File: config.mk
export PLATFORM = sky130hd
export DESIGN_NAME = timer_pwm_capture_dma
export DESIGN_NICKNAME = d
export VERILOG_FILES = /design/src/logic/timer_pkg.sv /design/src/logic/timer_pwm_capture_dma.sv
export SDC_FILE = /design/constraint.sdc
export NUM_CORES = 1
export LEC_CHECK = 0
export ABC_AREA = 1
export BUFFER_PORTS_ARGS = -buffer_cell sky130_fd_sc_hd__buf_2
export CORE_UTILIZATION = 35
export CTS_CLUSTER_SIZE = 30
export DETAILED_ROUTE_END_ITERATION = 16
export GPL_ROUTABILITY_DRIVEN = 0
export SETUP_SLACK_MARGIN = 0.1
export SYNTH_ARGS = -nofsm -noshare
export SYNTH_HDL_FRONTEND = slang
export SYNTH_SLANG_ARGS = --single-unit
File: constraint.sdc
create_clock -name ref_clk_i -period 6.5 [get_ports ref_clk_i]
set_input_delay 0.325 -clock ref_clk_i [delete_from_list [all_inputs] [get_ports ref_clk_i]]
set_output_delay 0.325 -clock ref_clk_i [all_outputs]
set_load 0.02 [all_outputs]
File: src/logic/timer_pkg.sv
// Overview of operation
// - Transfer engine runs while transfer control bit 0 is one, stops when zero.
// - Current transfer pointer reads back; samples moved equal (pointer-start)/4.
// - Start address keeps its lower 15 bits; software aligns it to 4 bytes.
// - End address is exclusive, lower 15 bits, aligned to 4 bytes by software.
// - Counter counts up on the system clock over intervals up to 2^26 cycles.
// - Timing mode sets cycle-end flag when count reaches final; write 1 clears.
// - Force-clear holds count, queue and flags cleared until software releases it.
// - Edge counting counts chosen edges, wraps to 0 at final and flags cycle end.
// - PWM output idles at the polarity level and is opposite while active.
// - Each duty value lasts 1, 4, 8 or 16 periods before the next is taken.
// - Active duration resolves to one clock; new duty values enter while running.
// - Duty equals queued value over final count: 0 gives 0%, final gives 100%.
// - A finished PWM period sets both data-event and cycle-end flags and may interrupt.
// - The transfer engine serves PWM loading and capture storing on timers one, two.
// - Edge field: 00 off, 01 any edge, 10 falling to falling, 11 rising to rising.
// - Any-edge capture marks bit 25 one for high level, zero for low level.
// - Period capture clears bit 25 normally and sets it on a timed-out period.
// - Unchanged input for the timeout count flags timeout and emits a bit-25 sample.
// - The capture input is sampled each clock and widths count in clocks.
// - Each sample sets data-event flag and goes to queue or memory buffer.
// - Capture begins only after force-clear is released; configure before that.
// - Any write to the final count register resets the current count to 0.
// - With wrap enabled the pointer returns to start on reaching the end.
// - The sample queue holds at most eight entries; its count reads back.
package timer_pkg;
  localparam logic [4:0]  IDX_MODE  = 5'h00;
  localparam logic [4:0]  IDX_XFER  = 5'h01;
  localparam logic [4:0]  IDX_IEN   = 5'h02;
  localparam logic [4:0]  IDX_FLAG  = 5'h06;
  localparam logic [4:0]  IDX_QCNT  = 5'h07;
  localparam logic [4:0]  IDX_COUNT = 5'h08;
  localparam logic [4:0]  IDX_FINAL = 5'h0C;
  localparam logic [4:0]  IDX_QUEUE = 5'h10;
  localparam logic [4:0]  IDX_NOW   = 5'h14;
  localparam logic [4:0]  IDX_BEG   = 5'h18;
  localparam logic [4:0]  IDX_END   = 5'h1C;
  localparam logic [7:0]  MODE_RESET = 8'h02;
  localparam int          CNT_W     = 26;
  localparam int          ADDR_W    = 15;
  localparam int          QDEPTH    = 8;
  localparam int          SAMPLE_HI = 25;
  localparam logic [3:0]  QCNT_MAX  = 4'h8;
  localparam logic [3:0]  QCNT_LOW  = 4'h7;
  localparam logic [3:0]  QCNT_HALF = 4'h4;
  localparam int          F_CYC     = 0;
  localparam int          F_DATA    = 1;
  localparam int          F_HF      = 2;
  localparam int          F_DEND    = 3;
  localparam int          F_OV      = 4;
  localparam int          XF_EN     = 0;
  localparam int          XF_WRAP   = 2;
  localparam logic [14:0] WORD_STEP = 15'h0004;
  localparam logic [1:0]  EDGE_OFF  = 2'b00;
  localparam logic [1:0]  EDGE_ANY  = 2'b01;
  localparam logic [1:0]  EDGE_FALL = 2'b10;
  localparam logic [1:0]  EDGE_RISE = 2'b11;
  localparam logic [3:0]  REP_1     = 4'h0;
  localparam logic [3:0]  REP_4     = 4'h3;
  localparam logic [3:0]  REP_8     = 4'h7;
  localparam logic [3:0]  REP_16    = 4'hF;

  typedef struct packed {
    logic [1:0] edge_rep;
    logic       rsvd;
    logic       sub_polar;
    logic       out_en;
    logic       cnt_en;
    logic       clear;
    logic       mode_in;
  } mode_t;

  typedef enum logic [2:0] {
    XF_IDLE  = 3'b001,
    XF_READ  = 3'b010,
    XF_WRITE = 3'b100
  } xfer_state_t;
endpackage

File: src/logic/timer_pwm_capture_dma.sv
// Added by the designer: the placing of the registers and the Avalon-MM interface to the registers.
`timescale 1ns/10ps
module timer_pwm_capture_dma (
  input  wire logic        ref_clk_i,
  input  wire logic        rst_i,
  input  wire logic [6:0]  avs_address_i,
  input  wire logic        avs_read_i,
  input  wire logic        avs_write_i,
  input  wire logic [31:0] avs_writedata_i,
  input  wire logic [3:0]  avs_byteenable_i,
  output logic      [31:0] avs_readdata_o,
  output logic             avs_waitrequest_o,
  output logic      [14:0] mem_address_o,
  output logic             mem_read_o,
  output logic             mem_write_o,
  output logic      [31:0] mem_writedata_o,
  input  wire logic [31:0] mem_readdata_i,
  input  wire logic        mem_waitrequest_i,
  input  wire logic        pin_i,
  output logic             pin_o,
  output logic             pin_oe_o,
  output logic             irq_o
);
  localparam int CW = timer_pkg::CNT_W;
  localparam int AW = timer_pkg::ADDR_W;

  timer_pkg::mode_t       mode_q;
  timer_pkg::xfer_state_t st_q;
  logic          ack_q;
  logic [31:0]   rdata_q;
  logic          xen_q;
  logic          wrap_q;
  logic [4:0]    ien_q;
  logic [4:0]    flags_q;
  logic [CW-1:0] final_q;
  logic [CW-1:0] count_q;
  logic [AW-1:0] beg_q;
  logic [AW-1:0] end_q;
  logic [AW-1:0] now_q;
  logic          done_q;
  logic          pend_q;
  logic [CW-1:0] pend_data_q;
  logic          pin_s1_q;
  logic          pin_s2_q;
  logic          pin_prev_q;
  logic [CW-1:0] q_mem [timer_pkg::QDEPTH];
  logic [2:0]    wp_q;
  logic [2:0]    rp_q;
  logic [3:0]    qcnt_q;
  logic [CW-1:0] duty_q;
  logic [3:0]    rep_q;
  logic          pin_q;

  logic          req;
  logic          wr;
  logic          rd;
  logic [4:0]    idx;
  logic [31:0]   rmux;
  logic          run;
  logic          capture;
  logic          evcount;
  logic          pwm;
  logic [CW-1:0] cnt_nxt;
  logic          last;
  logic          rise;
  logic          fall;
  logic          edge_ev;
  logic          timeout;
  logic          sample_ev;
  logic [CW-1:0] sample;
  logic          period_end;
  logic [3:0]    rep_target;
  logic          reload;
  logic          push;
  logic [CW-1:0] push_data;
  logic          pop;
  logic          q_full;
  logic          push_ok;
  logic          mem_done;
  logic [AW-1:0] ptr_nxt;
  logic          ptr_end;
  logic          cap_drop;
  logic [4:0]    set;
  logic [4:0]    clr;

  // Avalon slave: every access is held off exactly one cycle so that read
  // data come from a flop and side effects happen at the accepting edge.
  assign req = avs_read_i | avs_write_i;
  assign avs_waitrequest_o = req & ~ack_q;
  assign wr  = avs_write_i & ack_q & (|avs_byteenable_i);
  assign rd  = avs_read_i & ack_q;
  assign idx = avs_address_i[6:2];
  assign avs_readdata_o = rdata_q;

  always_ff @(posedge ref_clk_i) begin
    if (rst_i) begin
      ack_q <= 1'b0;
    end else begin
      ack_q <= req & ~ack_q;
    end
  end

  always_comb begin
    rmux = 32'h0000_0000;
    case (idx)
      timer_pkg::IDX_MODE:  rmux[7:0] = mode_q & 8'hDF;
      timer_pkg::IDX_XFER:  rmux[2:0] = {wrap_q, 1'b0, xen_q};
      timer_pkg::IDX_IEN:   rmux[4:0] = ien_q;
      timer_pkg::IDX_FLAG:  rmux[4:0] = flags_q;
      timer_pkg::IDX_QCNT:  rmux[3:0] = qcnt_q;
      timer_pkg::IDX_COUNT: rmux[CW-1:0] = count_q;
      timer_pkg::IDX_FINAL: rmux[CW-1:0] = final_q;
      timer_pkg::IDX_QUEUE: rmux[CW-1:0] = q_mem[rp_q];
      timer_pkg::IDX_NOW:   rmux[AW-1:0] = now_q;
      timer_pkg::IDX_BEG:   rmux[AW-1:0] = beg_q;
      timer_pkg::IDX_END:   rmux[AW-1:0] = end_q;
      default:              rmux = 32'h0000_0000;
    endcase
  end

  always_ff @(posedge ref_clk_i) begin
    if (rst_i) begin
      rdata_q <= 32'h0000_0000;
    end else if (avs_read_i & ~ack_q) begin
      rdata_q <= rmux;
    end
  end

  always_ff @(posedge ref_clk_i) begin
    if (rst_i) begin
      mode_q <= timer_pkg::MODE_RESET;
      xen_q  <= 1'b0;
      wrap_q <= 1'b0;
      ien_q  <= 5'h00;
    end else if (wr) begin
      case (idx)
        timer_pkg::IDX_MODE: mode_q <= avs_writedata_i[7:0] & 8'hDF;
        timer_pkg::IDX_XFER: begin
          xen_q  <= avs_writedata_i[timer_pkg::XF_EN];
          wrap_q <= avs_writedata_i[timer_pkg::XF_WRAP];
        end
        timer_pkg::IDX_IEN:  ien_q <= avs_writedata_i[4:0];
        default: ;
      endcase
    end
  end

  // Only the low 15 address bits are kept; alignment is up to software.
  always_ff @(posedge ref_clk_i) begin
    if (rst_i) begin
      final_q <= '0;
      beg_q   <= '0;
      end_q   <= '0;
    end else if (wr) begin
      case (idx)
        timer_pkg::IDX_FINAL: final_q <= avs_writedata_i[CW-1:0];
        timer_pkg::IDX_BEG:   beg_q <= avs_writedata_i[AW-1:0];
        timer_pkg::IDX_END:   end_q <= avs_writedata_i[AW-1:0];
        default: ;
      endcase
    end
  end

  // Two-flop synchroniser; the pin is looked at once per clock.
  always_ff @(posedge ref_clk_i) begin
    if (rst_i) begin
      pin_s1_q   <= 1'b0;
      pin_s2_q   <= 1'b0;
      pin_prev_q <= 1'b0;
    end else begin
      pin_s1_q   <= pin_i;
      pin_s2_q   <= pin_s1_q;
      pin_prev_q <= pin_s2_q;
    end
  end

  assign rise = pin_s2_q & ~pin_prev_q;
  assign fall = ~pin_s2_q & pin_prev_q;
  assign run  = mode_q.cnt_en & ~mode_q.clear;
  assign capture = mode_q.mode_in & ~mode_q.sub_polar;
  assign evcount = mode_q.mode_in & mode_q.sub_polar;
  assign pwm     = ~mode_q.mode_in & mode_q.out_en;

  always_comb begin
    case (mode_q.edge_rep)
      timer_pkg::EDGE_ANY:  edge_ev = rise | fall;
      timer_pkg::EDGE_FALL: edge_ev = fall;
      timer_pkg::EDGE_RISE: edge_ev = rise;
      default:              edge_ev = 1'b0;
    endcase
  end

  // A final count of zero is treated as a one-cycle period.
  assign cnt_nxt = count_q + 26'h000_0001;
  assign last    = (cnt_nxt == final_q) | (final_q == '0);
  assign timeout = capture & run & last &
                   (mode_q.edge_rep != timer_pkg::EDGE_OFF);
  assign sample_ev = capture & run & (edge_ev | timeout);
  assign period_end = run & ~mode_q.mode_in & last;

  always_comb begin
    sample = cnt_nxt;
    if (mode_q.edge_rep == timer_pkg::EDGE_ANY) begin
      sample[timer_pkg::SAMPLE_HI] = pin_prev_q;
    end else begin
      sample[timer_pkg::SAMPLE_HI] = ~edge_ev;
    end
  end

  always_ff @(posedge ref_clk_i) begin
    if (rst_i | mode_q.clear) begin
      count_q <= '0;
    end else if (wr & (idx == timer_pkg::IDX_FINAL)) begin
      count_q <= '0;
    end else if (run) begin
      if (~mode_q.mode_in) begin
        count_q <= last ? '0 : cnt_nxt;
      end else if (evcount) begin
        if (edge_ev) begin
          count_q <= last ? '0 : cnt_nxt;
        end
      end else if (sample_ev) begin
        count_q <= '0;
      end else begin
        count_q <= cnt_nxt;
      end
    end
  end

  always_comb begin
    case (mode_q.edge_rep)
      2'b01:   rep_target = timer_pkg::REP_4;
      2'b10:   rep_target = timer_pkg::REP_8;
      2'b11:   rep_target = timer_pkg::REP_16;
      default: rep_target = timer_pkg::REP_1;
    endcase
  end

  assign reload = pwm & period_end & (rep_q == rep_target);

  // Queue pushes come from the memory engine, capture or the bus, in that
  // order; a bus write that collides with another push is lost.
  assign mem_done = ~mem_waitrequest_i & (st_q != timer_pkg::XF_IDLE);
  assign pop  = (rd & (idx == timer_pkg::IDX_QUEUE)) |
                (reload & (qcnt_q != 4'h0));
  assign q_full  = (qcnt_q == timer_pkg::QCNT_MAX);

  always_comb begin
    push = 1'b1;
    push_data = avs_writedata_i[CW-1:0];
    if ((st_q == timer_pkg::XF_READ) & mem_done) begin
      push_data = mem_readdata_i[CW-1:0];
    end else if (sample_ev & ~xen_q) begin
      push_data = sample;
    end else if (~(wr & (idx == timer_pkg::IDX_QUEUE))) begin
      push = 1'b0;
    end
  end

  assign push_ok = push & (~q_full | pop);

  always_ff @(posedge ref_clk_i) begin
    if (push_ok) begin
      q_mem[wp_q] <= push_data;
    end
  end

  always_ff @(posedge ref_clk_i) begin
    if (rst_i | mode_q.clear) begin
      wp_q   <= 3'h0;
      rp_q   <= 3'h0;
      qcnt_q <= 4'h0;
    end else begin
      if (push_ok) begin
        wp_q <= wp_q + 3'h1;
      end
      if (pop & (qcnt_q != 4'h0)) begin
        rp_q <= rp_q + 3'h1;
      end
      qcnt_q <= qcnt_q + {3'h0, push_ok}
                - {3'h0, pop & (qcnt_q != 4'h0)};
    end
  end

  // New duty values take effect only at a period boundary, so the output
  // never glitches mid-period.
  always_ff @(posedge ref_clk_i) begin
    if (rst_i | mode_q.clear) begin
      duty_q <= '0;
      rep_q  <= 4'h0;
    end else if (pwm & period_end) begin
      if (rep_q == rep_target) begin
        rep_q <= 4'h0;
        if (qcnt_q != 4'h0) begin
          duty_q <= q_mem[rp_q];
        end
      end else begin
        rep_q <= rep_q + 4'h1;
      end
    end
  end

  always_ff @(posedge ref_clk_i) begin
    if (rst_i) begin
      pin_q <= 1'b0;
    end else begin
      pin_q <= mode_q.sub_polar ^ (run & (count_q < duty_q));
    end
  end

  assign pin_o    = pin_q;
  assign pin_oe_o = pwm;

  // Transfer engine, present on timers one and two only.
  localparam logic [14:0] WORD_STEP_C = timer_pkg::WORD_STEP;
  assign ptr_nxt = now_q + WORD_STEP_C;
  assign ptr_end = (ptr_nxt == end_q);
  assign cap_drop = sample_ev & xen_q & pend_q &
                    ~((st_q == timer_pkg::XF_WRITE) & mem_done);

  always_ff @(posedge ref_clk_i) begin
    if (rst_i) begin
      st_q <= timer_pkg::XF_IDLE;
    end else begin
      case (st_q)
        timer_pkg::XF_IDLE: begin
          if (xen_q & run & ~done_q) begin
            if (capture & pend_q) begin
              st_q <= timer_pkg::XF_WRITE;
            end else if (pwm & (qcnt_q < timer_pkg::QCNT_LOW)) begin
              st_q <= timer_pkg::XF_READ;
            end
          end
        end
        timer_pkg::XF_READ,
        timer_pkg::XF_WRITE: begin
          if (~mem_waitrequest_i) begin
            st_q <= timer_pkg::XF_IDLE;
          end
        end
        default: st_q <= timer_pkg::XF_IDLE;
      endcase
    end
  end

  always_ff @(posedge ref_clk_i) begin
    if (rst_i) begin
      now_q  <= '0;
      done_q <= 1'b0;
    end else if (~xen_q) begin
      now_q  <= beg_q;
      done_q <= 1'b0;
    end else if (mem_done) begin
      if (ptr_end & wrap_q) begin
        now_q <= beg_q;
      end else begin
        now_q  <= ptr_nxt;
        done_q <= ptr_end;
      end
    end
  end

  always_ff @(posedge ref_clk_i) begin
    if (rst_i | mode_q.clear) begin
      pend_q      <= 1'b0;
      pend_data_q <= '0;
    end else if (sample_ev & xen_q & ~cap_drop) begin
      pend_q      <= 1'b1;
      pend_data_q <= sample;
    end else if ((st_q == timer_pkg::XF_WRITE) & mem_done) begin
      pend_q <= 1'b0;
    end
  end

  assign mem_address_o   = now_q;
  assign mem_read_o      = (st_q == timer_pkg::XF_READ);
  assign mem_write_o     = (st_q == timer_pkg::XF_WRITE);
  assign mem_writedata_o = {6'h00, pend_data_q};

  always_comb begin
    set = 5'h00;
    set[timer_pkg::F_CYC] = period_end | timeout |
                            (run & evcount & edge_ev & last);
    set[timer_pkg::F_DATA] = sample_ev | (pwm & period_end);
    set[timer_pkg::F_HF] = run & (capture ? (qcnt_q >= timer_pkg::QCNT_HALF)
                           : (pwm & (qcnt_q < timer_pkg::QCNT_HALF)));
    set[timer_pkg::F_DEND] = mem_done & ptr_end;
    set[timer_pkg::F_OV] = cap_drop | (push & ~push_ok) |
                           (reload & (qcnt_q == 4'h0));
    clr = (wr & (idx == timer_pkg::IDX_FLAG)) ? avs_writedata_i[4:0] : 5'h00;
  end

  // A flag set in the same cycle as its clear stays set.
  always_ff @(posedge ref_clk_i) begin
    if (rst_i | mode_q.clear) begin
      flags_q <= 5'h00;
    end else begin
      flags_q <= (flags_q & ~clr) | set;
    end
  end

  assign irq_o = |(flags_q & ien_q);

  AST_ACCEPT_ONE: assert property (@(posedge ref_clk_i) disable iff (rst_i)
    req & avs_waitrequest_o |=> ~avs_waitrequest_o)
    else $error("Access not accepted after one wait cycle.");
  AST_XFER_STOP: assert property (@(posedge ref_clk_i) disable iff (rst_i)
    ~xen_q & (st_q == timer_pkg::XF_IDLE) |=> (st_q == timer_pkg::XF_IDLE))
    else $error("Transfer engine started while disabled.");
  AST_PTR_STEP: assert property (@(posedge ref_clk_i) disable iff (rst_i)
    xen_q & mem_done & ~ptr_end |=> now_q == $past(now_q) + WORD_STEP_C)
    else $error("Pointer did not step one word.");
  AST_PTR_WRAP: assert property (@(posedge ref_clk_i) disable iff (rst_i)
    xen_q & mem_done & ptr_end & wrap_q |=> (now_q == $past(beg_q)) &
    flags_q[timer_pkg::F_DEND])
    else $error("Pointer did not wrap to start.");
  AST_CLEAR_ALL: assert property (@(posedge ref_clk_i) disable iff (rst_i)
    mode_q.clear |=> (count_q == '0) && (qcnt_q == 4'h0) && (flags_q == 5'h00))
    else $error("Force clear left state behind.");
  AST_FINAL_WR: assert property (@(posedge ref_clk_i) disable iff (rst_i)
    wr & (idx == timer_pkg::IDX_FINAL) |=> count_q == '0)
    else $error("Final count write did not zero the count.");
  AST_CYC_END: assert property (@(posedge ref_clk_i) disable iff (rst_i)
    period_end & ~mode_q.clear |=> flags_q[timer_pkg::F_CYC] & (count_q == '0))
    else $error("Period end not flagged.");
  AST_QUEUE_MAX: assert property (@(posedge ref_clk_i) disable iff (rst_i)
    (qcnt_q == timer_pkg::QCNT_MAX) & ~pop & ~mode_q.clear |=>
    qcnt_q == timer_pkg::QCNT_MAX)
    else $error("Queue grew past eight.");
  AST_PWM_ZERO: assert property (@(posedge ref_clk_i) disable iff (rst_i)
    (duty_q == '0) & $stable(mode_q) ##1 (duty_q == '0) |=>
    pin_o == $past(mode_q.sub_polar))
    else $error("Zero duty left the idle level.");
  AST_PWM_ACTIVE: assert property (@(posedge ref_clk_i) disable iff (rst_i)
    run & (count_q < duty_q) & $stable(mode_q) |=>
    pin_o != $past(mode_q.sub_polar))
    else $error("Active level missing inside duty.");
  AST_SAMPLE_FLAG: assert property (@(posedge ref_clk_i) disable iff (rst_i)
    sample_ev & ~mode_q.clear |=> flags_q[timer_pkg::F_DATA])
    else $error("Captured sample did not flag data.");
  AST_PERIOD_B25: assert property (@(posedge ref_clk_i) disable iff (rst_i)
    sample_ev & ~xen_q & ~q_full & (mode_q.edge_rep == timer_pkg::EDGE_RISE)
    & (qcnt_q == 4'h0) |=> q_mem[rp_q][timer_pkg::SAMPLE_HI] == $past(timeout))
    else $error("Period sample marked wrongly.");
endmodule

==> results.sh <==
export IMPL_status="finished, final reports clean"
export IMPL_antenna_found_initial=1
export IMPL_core_um2=57700
export IMPL_yosysUniqueCellTypes=61
export IMPL_most_common_layout_cells="nand2_1 (411), nor2_1 (316), o21ai_0 (275)"
export IMPL_routedWlPerCell_um=20.1
export IMPL_power_leakage_uw=0.00856
export IMPL_ioPinCount=166
export IMPL_clock_skew_ns=0.0269
export IMPL_seq_power_share=0.471
export IMPL_grt_pass1_vias=16700
export IMPL_synthSimpleGateAreaFrac=0.193
export IMPL_nets=2641
export IMPL_endpoint_kind="flop"
export IMPL_postCtsResizedCells=0
export IMPL_ys_flop_type="dfxtp_1"
export IMPL_fin_area_um2=23600
export IMPL_setup_tns_ns=0
export IMPL_period_needed_ns=4.79
export IMPL_synth_edff_count=208
export IMPL_startpoint_type="flop"
export IMPL_worstPathArrival_ns=5.27
export IMPL_p_per_area_nw_per_um2=255
export IMPL_grt_setup_unrepaired="false"
export IMPL_die_w_um=244
export IMPL_portBuffers=139
export IMPL_synth_compound_area_share=0.180
export IMPL_path_clk_slew_ns=0.07
export IMPL_placed_area_um2=21800
export IMPL_final_common_cell="nand2_1"
export IMPL_drt_total_wl_mm=66.8
export IMPL_drt_iter0_drc=1759
export IMPL_tightestPinTransition_ns=1.17
export IMPL_hp_class="input pin to flop"
export IMPL_fin_util=0.410
export IMPL_grt_total_usage=0.220
export IMPL_synth_seq_area_share=0.522
export IMPL_drc=0
export IMPL_power_net_switching_uw=1290
export IMPL_num_antenna_cells=0
export IMPL_ys_seq_elements=429
export IMPL_synthMuxAreaShare=0
export IMPL_internal_power_uw=4730
export IMPL_vias=17800
export IMPL_synth_warning_count=0
export IMPL_cts_sinks=429
export IMPL_crit_type="flop to flop"
export IMPL_firstDrtPassIters=5
export IMPL_final_layout_size_suffix_gt1_frac=0.128
export IMPL_p_comb_frac=0.026
export IMPL_clkPwrFrac=0.503
export IMPL_h_tree_depth=2
export IMPL_finalSetupViolCount=0
export IMPL_die_y_um=244
export IMPL_fillCellCount=5761
export IMPL_cts_made_buffers=48
export IMPL_synth_avg_cell_area_um2=8.47
export IMPL_grt_pass1_wl_mm=99.9
export IMPL_cts_buffer_depth=3
export IMPL_hold_viol=0
export IMPL_cts_tree="yes"
export IMPL_dieArea_um2=59300
export IMPL_synthCells=2413
export IMPL_synth_area_um2=20400
export IMPL_row_count=88
export IMPL_grt_max_degree=85
export IMPL_initial_core_util=0.354
export IMPL_synth_adder_area_share=0.0255
export IMPL_synthXorXnorAreaFrac=0.0110
export IMPL_swShare=0.215
export IMPL_required_ns=6.98
export IMPL_slew_headroom=0.222
export IMPL_min_period_over_period=0.736
export IMPL_clk_latency_ns=0.61
export IMPL_max_freq_mhz=209
export IMPL_viasPerCell=5.37
export IMPL_power_uw=6030
export IMPL_hpwlAfterDp_mm=45.8
export IMPL_ys_async_sr_fraction=0
export IMPL_worst_path_max_fanout=53
export IMPL_drv_slew=0
export IMPL_area_delta_synth_final_pct=15.7
export IMPL_clock_root_buffer="clkbuf_16"
export IMPL_drtAntennaViolNets=0
export IMPL_peakVddDrop_mv=0.188
export IMPL_synth_top_family_by_area="simple AND/OR/NAND/NOR gates"
export IMPL_maxCapViolations=0
export IMPL_grt_overflow_total=0
-- state kept, by name, summed over array words and instances (netlist names), 7 cells and up, named ones only --
register        flops
pend_data_q        26
beg_q              15
count_q            26
duty_q             26
final_q            26
avs_readdata_o     26
mem_address_o      15
end_q              15
mode_q              7
q_mem             208
-- cell type report --
| cell class | count | area, um^2 | area share |
|---|---|---|---|
| Clock inverter | 26 | 450 | 0.0191 |
| Timing Repair Buffer | 171 | 958 | 0.0405 |
| Tap cell | 765 | 957 | 0.0405 |
| Sequential cell | 429 | 10700 | 0.451 |
| Clock buffer | 64 | 1330 | 0.0563 |
| Inverter | 223 | 838 | 0.0355 |
| Multi-Input combinational cell | 1646 | 8440 | 0.357 |
-- worst max-delay path: stages (launching register included) --
cell     delay (ns)
dfxtp_1        0.49
ha_1           0.28
nand2_2        0.11
nor2_4         0.24
nand2_1        0.12
nor2_1         0.31
nand4_1        0.22
nand2_1        0.18
nand2_1        0.07
nand2_1        0.10
nor2_1         0.05
nand2_1        0.08
nor2_2         0.05
nand2_4        0.09
nand2_4        0.09
nand4_4        0.08
buf_4          0.50
nand3_2        0.33
nand2_4        0.18
ha_1           0.24
inv_1          0.06
ha_1           0.13
inv_1          0.06
fa_1           0.38
xor2_1         0.15
nor2_1         0.05
-- synth_stat cells, types with 10 or more instances --
library cell    n  area, um^2
buf_2          10        50.1
a31oi_1        30         188
o21ai_0       275        1380
a21oi_1       203        1020
dfxtp_1       221        4420
nand3_1        79         395
nor2_1        324        1220
o21ai_1        26         130
edfxtp_1      208        6250
nand2_1       411        1540
o221ai_1       16         140
o22ai_1        46         288
clkbuf_1       95         357
buf_4          16         120
nor2_2         10        62.6
inv_1         214         803
xor2_1         21         184
ha_1           40         500
nor3_1         11        55.1
nand4_1        32         200
a211oi_2       11         138
-- stage by stage --
step | cells | setup slack, ns | hold slack, ns
finish | 3324 | 1.71 | 0.0260
global route | 3324 | 1.37 | 0.0246
CTS | 3324 | 1.82 | 0.00269
detailed placement | 3230 | 1.85 | 0.393
global placement | 3230 | 1.99 | 0.394
floorplan | 2424 | 2.66 | 0.388
-- metal layers --
layer / wire (um) / vias to the layer above / share of wire / global-route usage
li1: - / 8445 / - / -
met2: 30000 / 782 / 0.45 / 0.347
met5: 13 / - / 0.00019 / 0
met3: 5160 / 136 / 0.077 / 0.0364
met1: 29000 / 8476 / 0.43 / 0.298
met4: 2620 / 2 / 0.039 / 0.0914
-- cells by family (layout without fill, tap and decap cells) --
kind of cell / count (synthesis) / in the layout
simple gates: 916 / 916
compound gates: 653 / 653
flops: 429 / 429
buf+inv: 349 / 484
fa+ha+maj: 41 / 41
xor+xnor: 24 / 24
other cells: 1 / 12
-- power groups by stage --
stage / Sequential (uW) / Combinational (uW) / Clock (uW)
after floorplan: 2900 / 81.7 / 0
after global placement: 2900 / 150 / 0
after detailed placement: 2900 / 152 / 0
after CTS: 2840 / 155 / 3070
after global routing: 2840 / 168 / 3190
final: 2840 / 156 / 3030
-- worst paths after layout --
check	startpoint	to	slack, ns	depth (start not counted)
worst max-delay path	count_q[1]	qcnt_q[2]	1.71	25
worst max register to register	count_q[1]	qcnt_q[2]	1.71	25
worst min-delay path	avs_writedata_i[18]	final_q[18]	0.03	3
worst min register to register	pin_s1_q	pin_s2_q	0.40	2
-- timing repair --
item | CTS | global route
buffers inserted | 0 | 0
endpoints found under the hold margin | 4 | 0
hold buffers | 4 | 0
Power figures use the tool's default switching activity.
